[config.mk]
export PLATFORM = sky130hd
export DESIGN_NAME = dagf_core
export DESIGN_NICKNAME = d
export VERILOG_FILES = /design/src/hw/dagf_pkg.sv /design/src/hw/dagf_core.sv
export VERILOG_INCLUDE_DIRS = /design/src /design/src/hw
export SDC_FILE = /design/constraint.sdc
export NUM_CORES = 1
export LEC_CHECK = 0
export ABC_AREA = 1
export BUFFER_PORTS_ARGS = -buffer_cell sky130_fd_sc_hd__buf_2
export CORE_AREA = 2 2 130 132
export CTS_CLUSTER_DIAMETER = 40
export CTS_CLUSTER_SIZE = 12
export DETAILED_ROUTE_END_ITERATION = 7
export DIE_AREA = 0 0 132 134
export PLACE_DENSITY = 0.81
export SETUP_SLACK_MARGIN = 0.1
export SLEW_MARGIN = 20
export SYNTH_ARGS = -nofsm -noshare
export SYNTH_HDL_FRONTEND = slang
export SYNTH_SLANG_ARGS = --single-unit
[constraint.sdc]
create_clock -name ref_clk -period 7 [get_ports ref_clk]
set_clock_uncertainty 0.15 [all_clocks]
set_input_delay 1.75 -clock ref_clk [delete_from_list [all_inputs] [get_ports ref_clk]]
set_output_delay 1.75 -clock ref_clk [all_outputs]
set_load 0.01 [all_outputs]
[src/hw/dagf_map.svh]
// Address map, field positions, reset values and access bank limits.
`ifndef DAGF_MAP_SVH
`define DAGF_MAP_SVH

// Special-register region that holds the three pointer blocks.
`define DAGF_REGION_LO 12'hfd8
`define DAGF_REGION_HI 12'hfef
`define DAGF_FLAGS_ADDR 12'hfd8

// Offsets inside one eight-location pointer block.
`define DAGF_OFS_INDIRECT 3'h7
`define DAGF_OFS_POST_INC 3'h6
`define DAGF_OFS_POST_DEC 3'h5
`define DAGF_OFS_PRE_INC 3'h4
`define DAGF_OFS_WOFS 3'h3
`define DAGF_OFS_HIGH 3'h2
`define DAGF_OFS_LOW 3'h1

// Block select bits (address bits 4:3) of each pointer pair.
`define DAGF_SEL_ZERO 2'h1
`define DAGF_SEL_ONE 2'h0
`define DAGF_SEL_TWO 2'h3

// Access bank split and indexed literal offset limit.
`define DAGF_ACCESS_SPLIT 8'h60
`define DAGF_LITERAL_LIMIT 8'h5f
`define DAGF_PAGE_LOW 4'h0
`define DAGF_PAGE_HIGH 4'hf

// Flag positions inside the flag register.
`define DAGF_FLAG_N 4
`define DAGF_FLAG_V 3
`define DAGF_FLAG_Z 2
`define DAGF_FLAG_H 1
`define DAGF_FLAG_C 0

// Reset values.
`define DAGF_PTR_RESET 12'h000
`define DAGF_FLAGS_RESET 5'h00

`endif

[src/hw/dagf_pkg.sv]
// Types shared by the address generator and flag logic.
package dagf_pkg;

  typedef enum logic [1:0] {
    DAGF_MODE_DIRECT = 2'b00,
    DAGF_MODE_FULL = 2'b01,
    DAGF_MODE_BRANCH = 2'b10
  } dagf_mode_type;

  typedef struct packed {
    logic [2:0][11:0] ptr;
    logic [4:0] flags;
    logic [11:0] mem_addr;
    logic mem_rd_en;
    logic mem_wr_en;
    logic [7:0] mem_wdata;
    logic rd_pending;
    logic rd_local;
    logic [7:0] rd_local_data;
    logic rd_valid;
    logic [7:0] rd_data;
    logic w_wr_en;
    logic [7:0] w_wdata;
    logic branch_valid;
    logic [19:0] branch_target;
  } dagf_state_type;

endpackage

[src/hw/dagf_core.sv]
// Data address generator, pointer pairs and arithmetic flag register.
`include "dagf_map.svh"

// Contract
// - Bank access bit one: address is bank value joined with address byte.
// - Bank access bit zero: address byte selects an access bank location.
// - Full address moves use their 12-bit address and ignore the bank value.
// - Destination bit one writes the operand, zero the working register.
// - Calls and jumps take a 20-bit program address from the opcode.
// - Three pointer pairs of 12 bits; high byte's upper nibble unused.
// - Plain indirect operand accesses the pointed location, pointer unchanged.
// - Indirect accesses use the full pointer; bank value and bit ignored.
// - Post-decrement and post-increment access, then step pointer by one.
// - Pre-increment steps the pointer first, then accesses the new location.
// - W-offset adds signed working value; neither pointer nor W changes.
// - Pointer steps span all 12 bits, carrying between the two bytes.
// - Pointer steps never touch any arithmetic flag.
// - Indirect read landing on a virtual operand returns 00h.
// - Indirect write landing on a virtual operand does nothing; a stepping operand still steps its pointer.
// - Virtual write into a pointer pair stores the value without stepping.
// - Indexed literal offset mode exists only with the extended set enabled.
// - Extended set, bank bit zero, byte up to 5Fh: third pointer plus byte.
// - Flag updates win over a result written into the flag register.
module dagf_core
  import dagf_pkg::*;
(
  // Clock and reset.
  input logic ref_clk,
  input logic rst_n,
  // Configuration and core state from the execute stage.
  input logic extended_set_enable,
  input logic [3:0] bank_select_value,
  input logic [7:0] w_value,
  // Decoded request.
  input logic req_valid,
  input dagf_mode_type req_mode,
  input logic [7:0] req_addr_byte,
  input logic req_bank_access,
  input logic [11:0] req_full_addr,
  input logic [19:0] req_branch_addr,
  input logic req_dest,
  input logic req_read,
  input logic req_write,
  input logic [7:0] req_wdata,
  // Arithmetic operands of the request.
  input logic req_alu,
  input logic [7:0] alu_a,
  input logic [7:0] alu_b,
  input logic alu_cin,
  input logic alu_sub,
  // Data RAM.
  output logic [11:0] mem_addr,
  output logic mem_rd_en,
  output logic mem_wr_en,
  output logic [7:0] mem_wdata,
  input logic [7:0] mem_rdata,
  // Answers to the execute stage.
  output logic rd_valid,
  output logic [7:0] rd_data,
  output logic w_wr_en,
  output logic [7:0] w_wdata,
  output logic branch_valid,
  output logic [19:0] branch_target,
  output logic [7:0] alu_flags
);

  localparam dagf_state_type RESET_STATE = '{
    ptr: {3{`DAGF_PTR_RESET}},
    flags: `DAGF_FLAGS_RESET,
    default: '0
  };

  dagf_state_type s;
  dagf_state_type next_s;
  logic [11:0] tgt;
  logic [11:0] eff;
  logic [11:0] upd;
  logic [1:0] idx;
  logic via_ptr;
  logic null_acc;
  logic op_rd;
  logic op_wr;
  logic [7:0] b_eff;
  logic [7:0] wr_val;
  logic [8:0] sum9;
  logic [4:0] sum5;
  logic [4:0] alu_new;

  // True for any location of the pointer block region.
  function automatic logic in_region(input logic [11:0] a);
    in_region = (a >= `DAGF_REGION_LO) && (a <= `DAGF_REGION_HI);
  endfunction

  // Pointer pair that owns a location of the region.
  function automatic logic [1:0] ptr_of(input logic [11:0] a);
    case (a[4:3])
      `DAGF_SEL_ZERO: ptr_of = 2'h0;
      `DAGF_SEL_ONE: ptr_of = 2'h1;
      `DAGF_SEL_TWO: ptr_of = 2'h2;
      default: ptr_of = 2'h0;
    endcase
  endfunction

  // Virtual operands occupy the five upper offsets of each block.
  function automatic logic is_virt(input logic [11:0] a);
    is_virt = in_region(a) && (a[2:0] >= `DAGF_OFS_WOFS);
  endfunction

  // Physical pointer bytes live at the high and low offsets.
  function automatic logic is_ptr_byte(input logic [11:0] a);
    is_ptr_byte = in_region(a) &&
      ((a[2:0] == `DAGF_OFS_HIGH) || (a[2:0] == `DAGF_OFS_LOW));
  endfunction

  // Next-state logic: address resolution, pointer steps, flags, strobes.
  always_comb
  begin
    next_s = s;
    tgt = 12'h000;
    eff = 12'h000;
    next_s.mem_rd_en = 1'b0;
    next_s.mem_wr_en = 1'b0;
    next_s.w_wr_en = 1'b0;
    next_s.branch_valid = 1'b0;
    next_s.rd_pending = 1'b0;
    next_s.rd_local = 1'b0;
    next_s.rd_valid = s.rd_pending;
    if (s.rd_pending)
    begin
      next_s.rd_data = s.rd_local ? s.rd_local_data : mem_rdata;
    end
    // Adder; subtraction adds the inverted operand with carry as no-borrow.
    b_eff = alu_sub ? ~alu_b : alu_b;
    sum9 = {1'b0, alu_a} + {1'b0, b_eff} + {8'h00, alu_cin};
    sum5 = {1'b0, alu_a[3:0]} + {1'b0, b_eff[3:0]} + {4'h0, alu_cin};
    alu_new[`DAGF_FLAG_N] = sum9[7];
    alu_new[`DAGF_FLAG_V] = (alu_a[7] == b_eff[7]) &&
      (sum9[7] != alu_a[7]);
    alu_new[`DAGF_FLAG_Z] = (sum9[7:0] == 8'h00);
    alu_new[`DAGF_FLAG_H] = sum5[4];
    alu_new[`DAGF_FLAG_C] = sum9[8];
    wr_val = req_alu ? sum9[7:0] : req_wdata;
    // Operand address before any virtual operand's pointer is applied.
    case (req_mode)
      DAGF_MODE_DIRECT:
      begin
        if (req_bank_access)
        begin
          tgt = {bank_select_value, req_addr_byte};
        end
        else if (extended_set_enable &&
          (req_addr_byte <= `DAGF_LITERAL_LIMIT))
        begin
          tgt = s.ptr[2] + {4'h0, req_addr_byte};
        end
        else if (req_addr_byte >= `DAGF_ACCESS_SPLIT)
        begin
          tgt = {`DAGF_PAGE_HIGH, req_addr_byte};
        end
        else
        begin
          tgt = {`DAGF_PAGE_LOW, req_addr_byte};
        end
      end
      DAGF_MODE_FULL: tgt = req_full_addr;
      default: tgt = 12'h000;
    endcase
    // Virtual operands turn into a pointer access with an optional step.
    idx = ptr_of(tgt);
    via_ptr = is_virt(tgt) && (req_mode != DAGF_MODE_BRANCH);
    upd = s.ptr[idx];
    eff = tgt;
    if (via_ptr)
    begin
      case (tgt[2:0])
        `DAGF_OFS_POST_INC:
        begin
          eff = s.ptr[idx];
          upd = s.ptr[idx] + 12'h001;
        end
        `DAGF_OFS_POST_DEC:
        begin
          eff = s.ptr[idx];
          upd = s.ptr[idx] - 12'h001;
        end
        `DAGF_OFS_PRE_INC:
        begin
          upd = s.ptr[idx] + 12'h001;
          eff = upd;
        end
        `DAGF_OFS_WOFS: eff = s.ptr[idx] + {{4{w_value[7]}}, w_value};
        default: eff = s.ptr[idx];
      endcase
    end
    null_acc = via_ptr && is_virt(eff);
    op_rd = req_valid && req_read && (req_mode != DAGF_MODE_BRANCH);
    op_wr = req_valid && req_write && ((req_mode == DAGF_MODE_FULL) ||
      ((req_mode == DAGF_MODE_DIRECT) && req_dest));
    // Program address of calls and jumps.
    if (req_valid && (req_mode == DAGF_MODE_BRANCH))
    begin
      next_s.branch_valid = 1'b1;
      next_s.branch_target = req_branch_addr;
    end
    // Results bound for the working register.
    if (req_valid && req_write && (req_mode == DAGF_MODE_DIRECT) && !req_dest)
    begin
      next_s.w_wr_en = 1'b1;
      next_s.w_wdata = wr_val;
    end
    // Pointer step; a write landing on a pointer pair suppresses it.
    if (req_valid && via_ptr && !(op_wr && is_ptr_byte(eff)))
    begin
      next_s.ptr[idx] = upd;
    end
    // Only arithmetic requests and flag register writes touch the flags, never a pointer step.
    if (req_valid && req_alu)
    begin
      next_s.flags = alu_new;
    end
    // Read path: virtual targets give zero, local registers answer here.
    if (op_rd)
    begin
      next_s.rd_pending = 1'b1;
      if (null_acc)
      begin
        next_s.rd_local = 1'b1;
        next_s.rd_local_data = 8'h00;
      end
      else if (is_ptr_byte(eff))
      begin
        next_s.rd_local = 1'b1;
        next_s.rd_local_data = (eff[2:0] == `DAGF_OFS_HIGH) ?
          {4'h0, s.ptr[ptr_of(eff)][11:8]} : s.ptr[ptr_of(eff)][7:0];
      end
      else if (eff == `DAGF_FLAGS_ADDR)
      begin
        next_s.rd_local = 1'b1;
        next_s.rd_local_data = {3'h0, s.flags};
      end
      else
      begin
        next_s.mem_rd_en = 1'b1;
        next_s.mem_addr = eff;
      end
    end
    // Write path; a virtual target swallows the write.
    if (op_wr && !null_acc)
    begin
      if (is_ptr_byte(eff))
      begin
        if (eff[2:0] == `DAGF_OFS_HIGH)
        begin
          next_s.ptr[ptr_of(eff)][11:8] = wr_val[3:0];
        end
        else
        begin
          next_s.ptr[ptr_of(eff)][7:0] = wr_val;
        end
      end
      else if (eff == `DAGF_FLAGS_ADDR)
      begin
        if (!req_alu)
        begin
          next_s.flags = wr_val[4:0];
        end
      end
      else
      begin
        next_s.mem_wr_en = 1'b1;
        next_s.mem_addr = eff;
        next_s.mem_wdata = wr_val;
      end
    end
  end

  // State register.
  always_ff @(posedge ref_clk)
  begin
    if (!rst_n)
    begin
      s <= RESET_STATE;
    end
    else
    begin
      s <= next_s;
    end
  end

  // Outputs straight from the state register.
  assign mem_addr = s.mem_addr;
  assign mem_rd_en = s.mem_rd_en;
  assign mem_wr_en = s.mem_wr_en;
  assign mem_wdata = s.mem_wdata;
  assign rd_valid = s.rd_valid;
  assign rd_data = s.rd_data;
  assign w_wr_en = s.w_wr_en;
  assign w_wdata = s.w_wdata;
  assign branch_valid = s.branch_valid;
  assign branch_target = s.branch_target;
  assign alu_flags = {3'h0, s.flags};

  // Signed reference for the overflow check.
  logic [9:0] sgn_ref;
  assign sgn_ref = {alu_a[7], alu_a[7], alu_a} + {b_eff[7], b_eff[7], b_eff} +
    {9'h000, alu_cin};
endmodule

==> results of run 1 <==
==> worst max-delay path: cells and delay by family <==
kind | cells | cell delay (ns)
buf+inv | 5 | 0.66
compound gates | 6 | 0.74
fa+ha+maj | 3 | 0.87
simple gates | 22 | 2.65
==> final cells by class <==
cell class              instances  area, um2
inverters                     154        583
clock inverters                 6       90.1
clock buffers                  10        239
repair buffers                241       1480
multi-input cells            1087       5820
fillers                      1527       5560
well taps                     220        275
flip-flops and latches        112       2240
==> cells in the mapped netlist (20+ instances only) <==
| cell | instances | area (um2) |
|---|---|---|
| o21ai_1 | 30 | 150 |
| nand4_1 | 35 | 219 |
| inv_2 | 23 | 86.3 |
| a21oi_1 | 77 | 385 |
| nand2_2 | 20 | 125 |
| nand2_1 | 315 | 1180 |
| inv_1 | 129 | 484 |
| o21ai_0 | 103 | 515 |
| buf_4 | 73 | 548 |
| nand3_1 | 145 | 726 |
| nor2_1 | 163 | 612 |
| clkbuf_1 | 21 | 78.8 |
| ha_1 | 32 | 400 |
| dfxtp_1 | 112 | 2240 |
| xor2_1 | 21 | 184 |
| nor3_1 | 27 | 135 |
==> state kept, by name, summed over array words and instances, names as in the netlist <==
name / cells
mem_rd_en: 1
branch_target: 20
w_wr_en: 1
mem_wdata: 8
w_wdata: 8
s: 45
next_s: 1
rd_data: 8
branch_valid: 1
rd_valid: 1
mem_wr_en: 1
mem_addr: 12
alu_flags: 5
==> kinds of logic after synthesis <==
logic type               count (synthesis)  synth area share
AO/OA/AOI/OAI                          264             0.157
XOR/XNOR                                25            0.0236
adder cells (fa/ha/maj)                 36            0.0518
buffers and inverters                  273             0.147
flip-flops                             112             0.242
other                                    1          0.000404
AND/OR/NAND/NOR                        759             0.378
==> what timing repair did <==
action	4_1_cts	5_1_grt
endpoints found under the setup margin	0	71
setup buffers	0	4
resized for setup	0	32
==> stage by stage <==
stage | TNS [ns] | hold WS, ns | cell area, um2 | util | worst slack (ns)
global placement | -0.246 | 0.295 | 10200 | 0.626 | -0.0817
detailed placement | -0.472 | 0.300 | 10200 | 0.626 | -0.115
global route | 0 | 0.330 | 10700 | 0.658 | 0.0610
floorplan | 0 | 0.289 | 9280 | - | 0.857
CTS | 0 | 0.310 | 10500 | 0.646 | 0.206
finish | 0 | 0.310 | 10700 | 0.658 | 0.420
==> power by group <==
part	internal, mW	switching, mW
Combinational	0.198	0.372
Clock	0.326	0.258
Sequential	0.653	0.00942
==> metal layers <==
metal	GRT usage	vias to the layer above	routed length (um)
met2	0.595	496	15000
met3	0.0608	77	2790
li1	-	5064	-
met5	0	-	0
met1	0.467	4693	13600
met4	0.126	0	1120
==> path summary, 6_finish.rpt <==
| path | start | endpoint | cells past startpoint |
|---|---|---|---|
| min reg2reg | branch_target[1] | branch_target[1] | 2 |
| max | req_addr_byte[0] | mem_addr[5] | 36 |
| max reg2reg | s[100] | mem_addr[5] | 38 |
| min | branch_target[1] | branch_target[1] | 2 |
==> results_dict.tcl, run 1 <==
set metrics [dict create \
    hold_viol 0 \
    cp.required_ns 7.12 \
    grt_max_degree 78 \
    cts_num_sinks 112 \
    ys_ff_latch 112 \
    syn_to_final_growth_pct 15.6 \
    cts_buffer_depth 2 \
    routabilityCongestion 1.08 \
    cp-start-kind "primary input" \
    power_leakage_nw 5.16 \
    hp-class "flop to flop" \
    synthCells 1470 \
    syn_avg_cell_area_um2 6.31 \
    worstMarginPinSlew_ns 1.14 \
    io_buffer_count 162 \
    grt_pass1_wl_um 50100 \
    fin_crit_sh 0.940 \
    drt-total-wl_um 32500 \
    cts_root_buf "clkbuf_16" \
    yosys_most_used_dff "dfxtp_1" \
    synthArstFlopShare 0 \
    die_h_um 134 \
    synth_edf_count 0 \
    yosysWarnings 0 \
    layout-drive-gt1-share 0.229 \
    cts_inserted_buffers 9 \
    cp.arrival_ns 6.70 \
    powerDensity_nw_per_um2 169 \
    setup_viol 0 \
    start_util 0.569 \
    power_mw 1.82 \
    crit_slowest_cell "fa_2" \
    clk_pin_slew_ns 0.08 \
    period_needed_ns 6.58 \
    antennaDiodeCount 0 \
    h-tree-depth 3 \
    drv_cap 0 \
    path_class "primary input to flop" \
    final_common_cell "nand2_1" \
    coreArea_um2 16300 \
    drc 0 \
    dp.cells 1809 \
    ioPinCount 166 \
    status "finished, final reports clean" \
    reg2reg_slack_ns 1.44 \
    post_drt_wl_per_cell_um 17.8 \
    nNetsFinal 1738 \
    via_count 10300 \
    first_iter_violations 928 \
    die-area_um2 17700 \
    crit_top_cell "nor2_1" \
    synth_area_um2 9280 \
    slew_violations 0 \
    hold_buffers 0 \
    dp_hpwl_um 25400 \
    final_cell_mix "nand2_1 (314), buf_2 (162), nor2_1 (161)" \
    first_pass_iters 6 \
    grt_pass1_vias 9606 \
    rows 47 \
    ant_nets 0 \
    max-vdd-ir-drop_mv 0.145 \
    vias_per_cell 5.64 \
    end_kind "flop" \
    grt_overflow 0 \
    insertion_delay_ns 0.36 \
    cts_tree "yes" \
    crit_path_max_fanout 11 \
    finalNonFillerCells 1830 \
    antenna_found_initial 0 \
    relSlewSlack 0.229 \
    rsz0062_at_grt "false" \
    grt_usage 0.357 \
    ys_types 51 \
    die_x_um 132 \
    fmax_mhz 152 \
    seq_area_frac_synth 0.242 \
    slowest_delay_ns 0.35 \
]
Note: power is estimated with default switching activity, not from simulation.
==> run 2, diff against run 1 <==
CORE_AREA = 2 2 126 128   (was 2 2 130 132)
DIE_AREA = 0 0 128 130   (was 0 0 132 134)
PLACE_DENSITY = 0.86   (was 0.81)
clock period = 8.05 ns   (was 7 ns; I/O delays follow)
==> results_dict.tcl, run 2 (same netlist as run 1, synthesis figures left out) <==
set metrics [dict create \
    status "finished, final reports clean" \
    crit_slowest_cell "nor2_1" \
    post_drt_wl_per_cell_um 17.1 \
    largest_register "s" \
    power_leakage_nw 4.81 \
    insertion_delay_ns 0.37 \
    die_h_um 130 \
    syn_to_final_growth_pct 7.32 \
    max-vdd-ir-drop_mv 0.155 \
    largest_reg_flops 45 \
    drv_cap 0 \
    first_iter_violations 1011 \
    final_cell_mix "nand2_1 (315), buf_2 (162), nor2_1 (161)" \
    crit_path_max_fanout 12 \
    internal-power_mw 0.921 \
    setup_viol 0 \
    final_common_cell "nand2_1" \
    grt_usage 0.349 \
    p_comb_frac 0.306 \
    die-area_um2 16600 \
    seqPwrFrac 0.398 \
    coreArea_um2 15400 \
    clk_pin_slew_ns 0.08 \
    p_clk_frac 0.296 \
    final_area_um2 9960 \
    cts_inserted_buffers 9 \
    hp-class "flop to flop" \
    power.switching_mw 0.526 \
    crit_top_cell "nor2_1" \
    via_count 10200 \
    ant_nets 0 \
    cp.required_ns 8.16 \
    cts_root_buf "clkbuf_16" \
    cp.arrival_ns 7.63 \
    cp-start-kind "primary input" \
    antennaDiodeCount 0 \
    layout-drive-gt1-share 0.186 \
    drc 0 \
    grt_overflow 0 \
    ioPinCount 166 \
    cts_buffer_depth 2 \
    slew_violations 0 \
    relSlewSlack 0.182 \
    slowest_delay_ns 0.42 \
    power_mw 1.45 \
    grt_max_degree 78 \
    final.setup.tns_ns 0 \
    fin_crit_sh 0.934 \
    grt_pass1_vias 9051 \
    cts_num_sinks 112 \
    fin_util 0.645 \
    rows 46 \
    nNetsFinal 1675 \
    end_kind "flop" \
    h-tree-depth 3 \
    worstMarginPinSlew_ns 1.21 \
    switching_share 0.364 \
    place_area_um2 9680 \
    period_needed_ns 7.52 \
    die_x_um 128 \
    dp_hpwl_um 23300 \
    routabilityCongestion 1.07 \
    hold_buffers 0 \
    cts_tree "yes" \
    path_class "primary input to flop" \
    rsz0062_at_grt "false" \
    vias_per_cell 5.86 \
    start_util 0.601 \
    powerDensity_nw_per_um2 145 \
    fmax_mhz 133 \
    antenna_found_initial 0 \
    grt_pass1_wl_um 46000 \
    first_pass_iters 5 \
    hold_viol 0 \
    drt-total-wl_um 29800 \
    io_buffer_count 162 \
]
-- run 2: changes by cell type in the layout (fill, tap and decap cells not counted), sizes merged --
| cell | delta |
|---|---|
| buf | -62 |
| bufinv | -2 |
| clkbuf | -1 |
| clkinv | +1 |
| clkinvlp | -1 |
| inv | +1 |
-- run 2: per-layer routing --
metal  GRT usage  wire [um]
met1       0.463      12500
met5           0          0
met4       0.173       1410
met2       0.550      13400
met3      0.0631       2500
-- run 2: metrics by stage --
step           hold slack (ns)  setup slack, ns  cells
3_3_place_gp             0.295            0.242   1723
2_1_floorplan            0.289             1.64   1472
6_report                 0.310            0.533   1738
4_1_cts                  0.311            0.591   1738
3_5_place_dp             0.300            0.267   1723
5_1_grt                  0.334            0.142   1738
-- run 2: area by class of cell --
type	count	area (um2)
multi-input combinational	1087	5680
fill	1481	5470
sequential	112	2240
timing repair buffer	178	943
inverter	154	579
tap	192	240
clock buffer	10	229
clock inverter	5	42.5
-- run 2: what timing repair did --
action,CTS,global route
setup endpoints to repair,0,3
endpoints found under the hold margin,0,0
setup buffers,0,0
resized for setup,0,1
-- run 2: path summary, 6_finish.rpt --
path              cells after the start  slack, ns                 to               from
setup reg to reg                     28       1.83              s[84]             s[100]
hold / removal                        2       0.31  branch_target[17]  branch_target[17]
hold reg to reg                       2       0.31  branch_target[17]  branch_target[17]
setup / recovery                     29       0.53              s[84]   req_addr_byte[0]
-- run 2: power by group through the flow --
| stage | sequential (mW) | combinational [mW] | clock [mW] |
|---|---|---|---|
| after floorplan | 0.587 | 0.311 | 0 |
| after global placement | 0.588 | 0.426 | 0 |
| after detailed placement | 0.589 | 0.430 | 0 |
| after CTS | 0.576 | 0.432 | 0.429 |
| after global routing | 0.577 | 0.487 | 0.445 |
| final | 0.576 | 0.443 | 0.428 |
-- run 2: worst max-delay path: cells and delay by family --
| kind | cells | cell delay (ns) |
|---|---|---|
| buf+inv | 2 | 0.25 |
| compound gates | 8 | 1.71 |
| simple gates | 15 | 2.39 |
| fa+ha+maj | 4 | 1.25 |
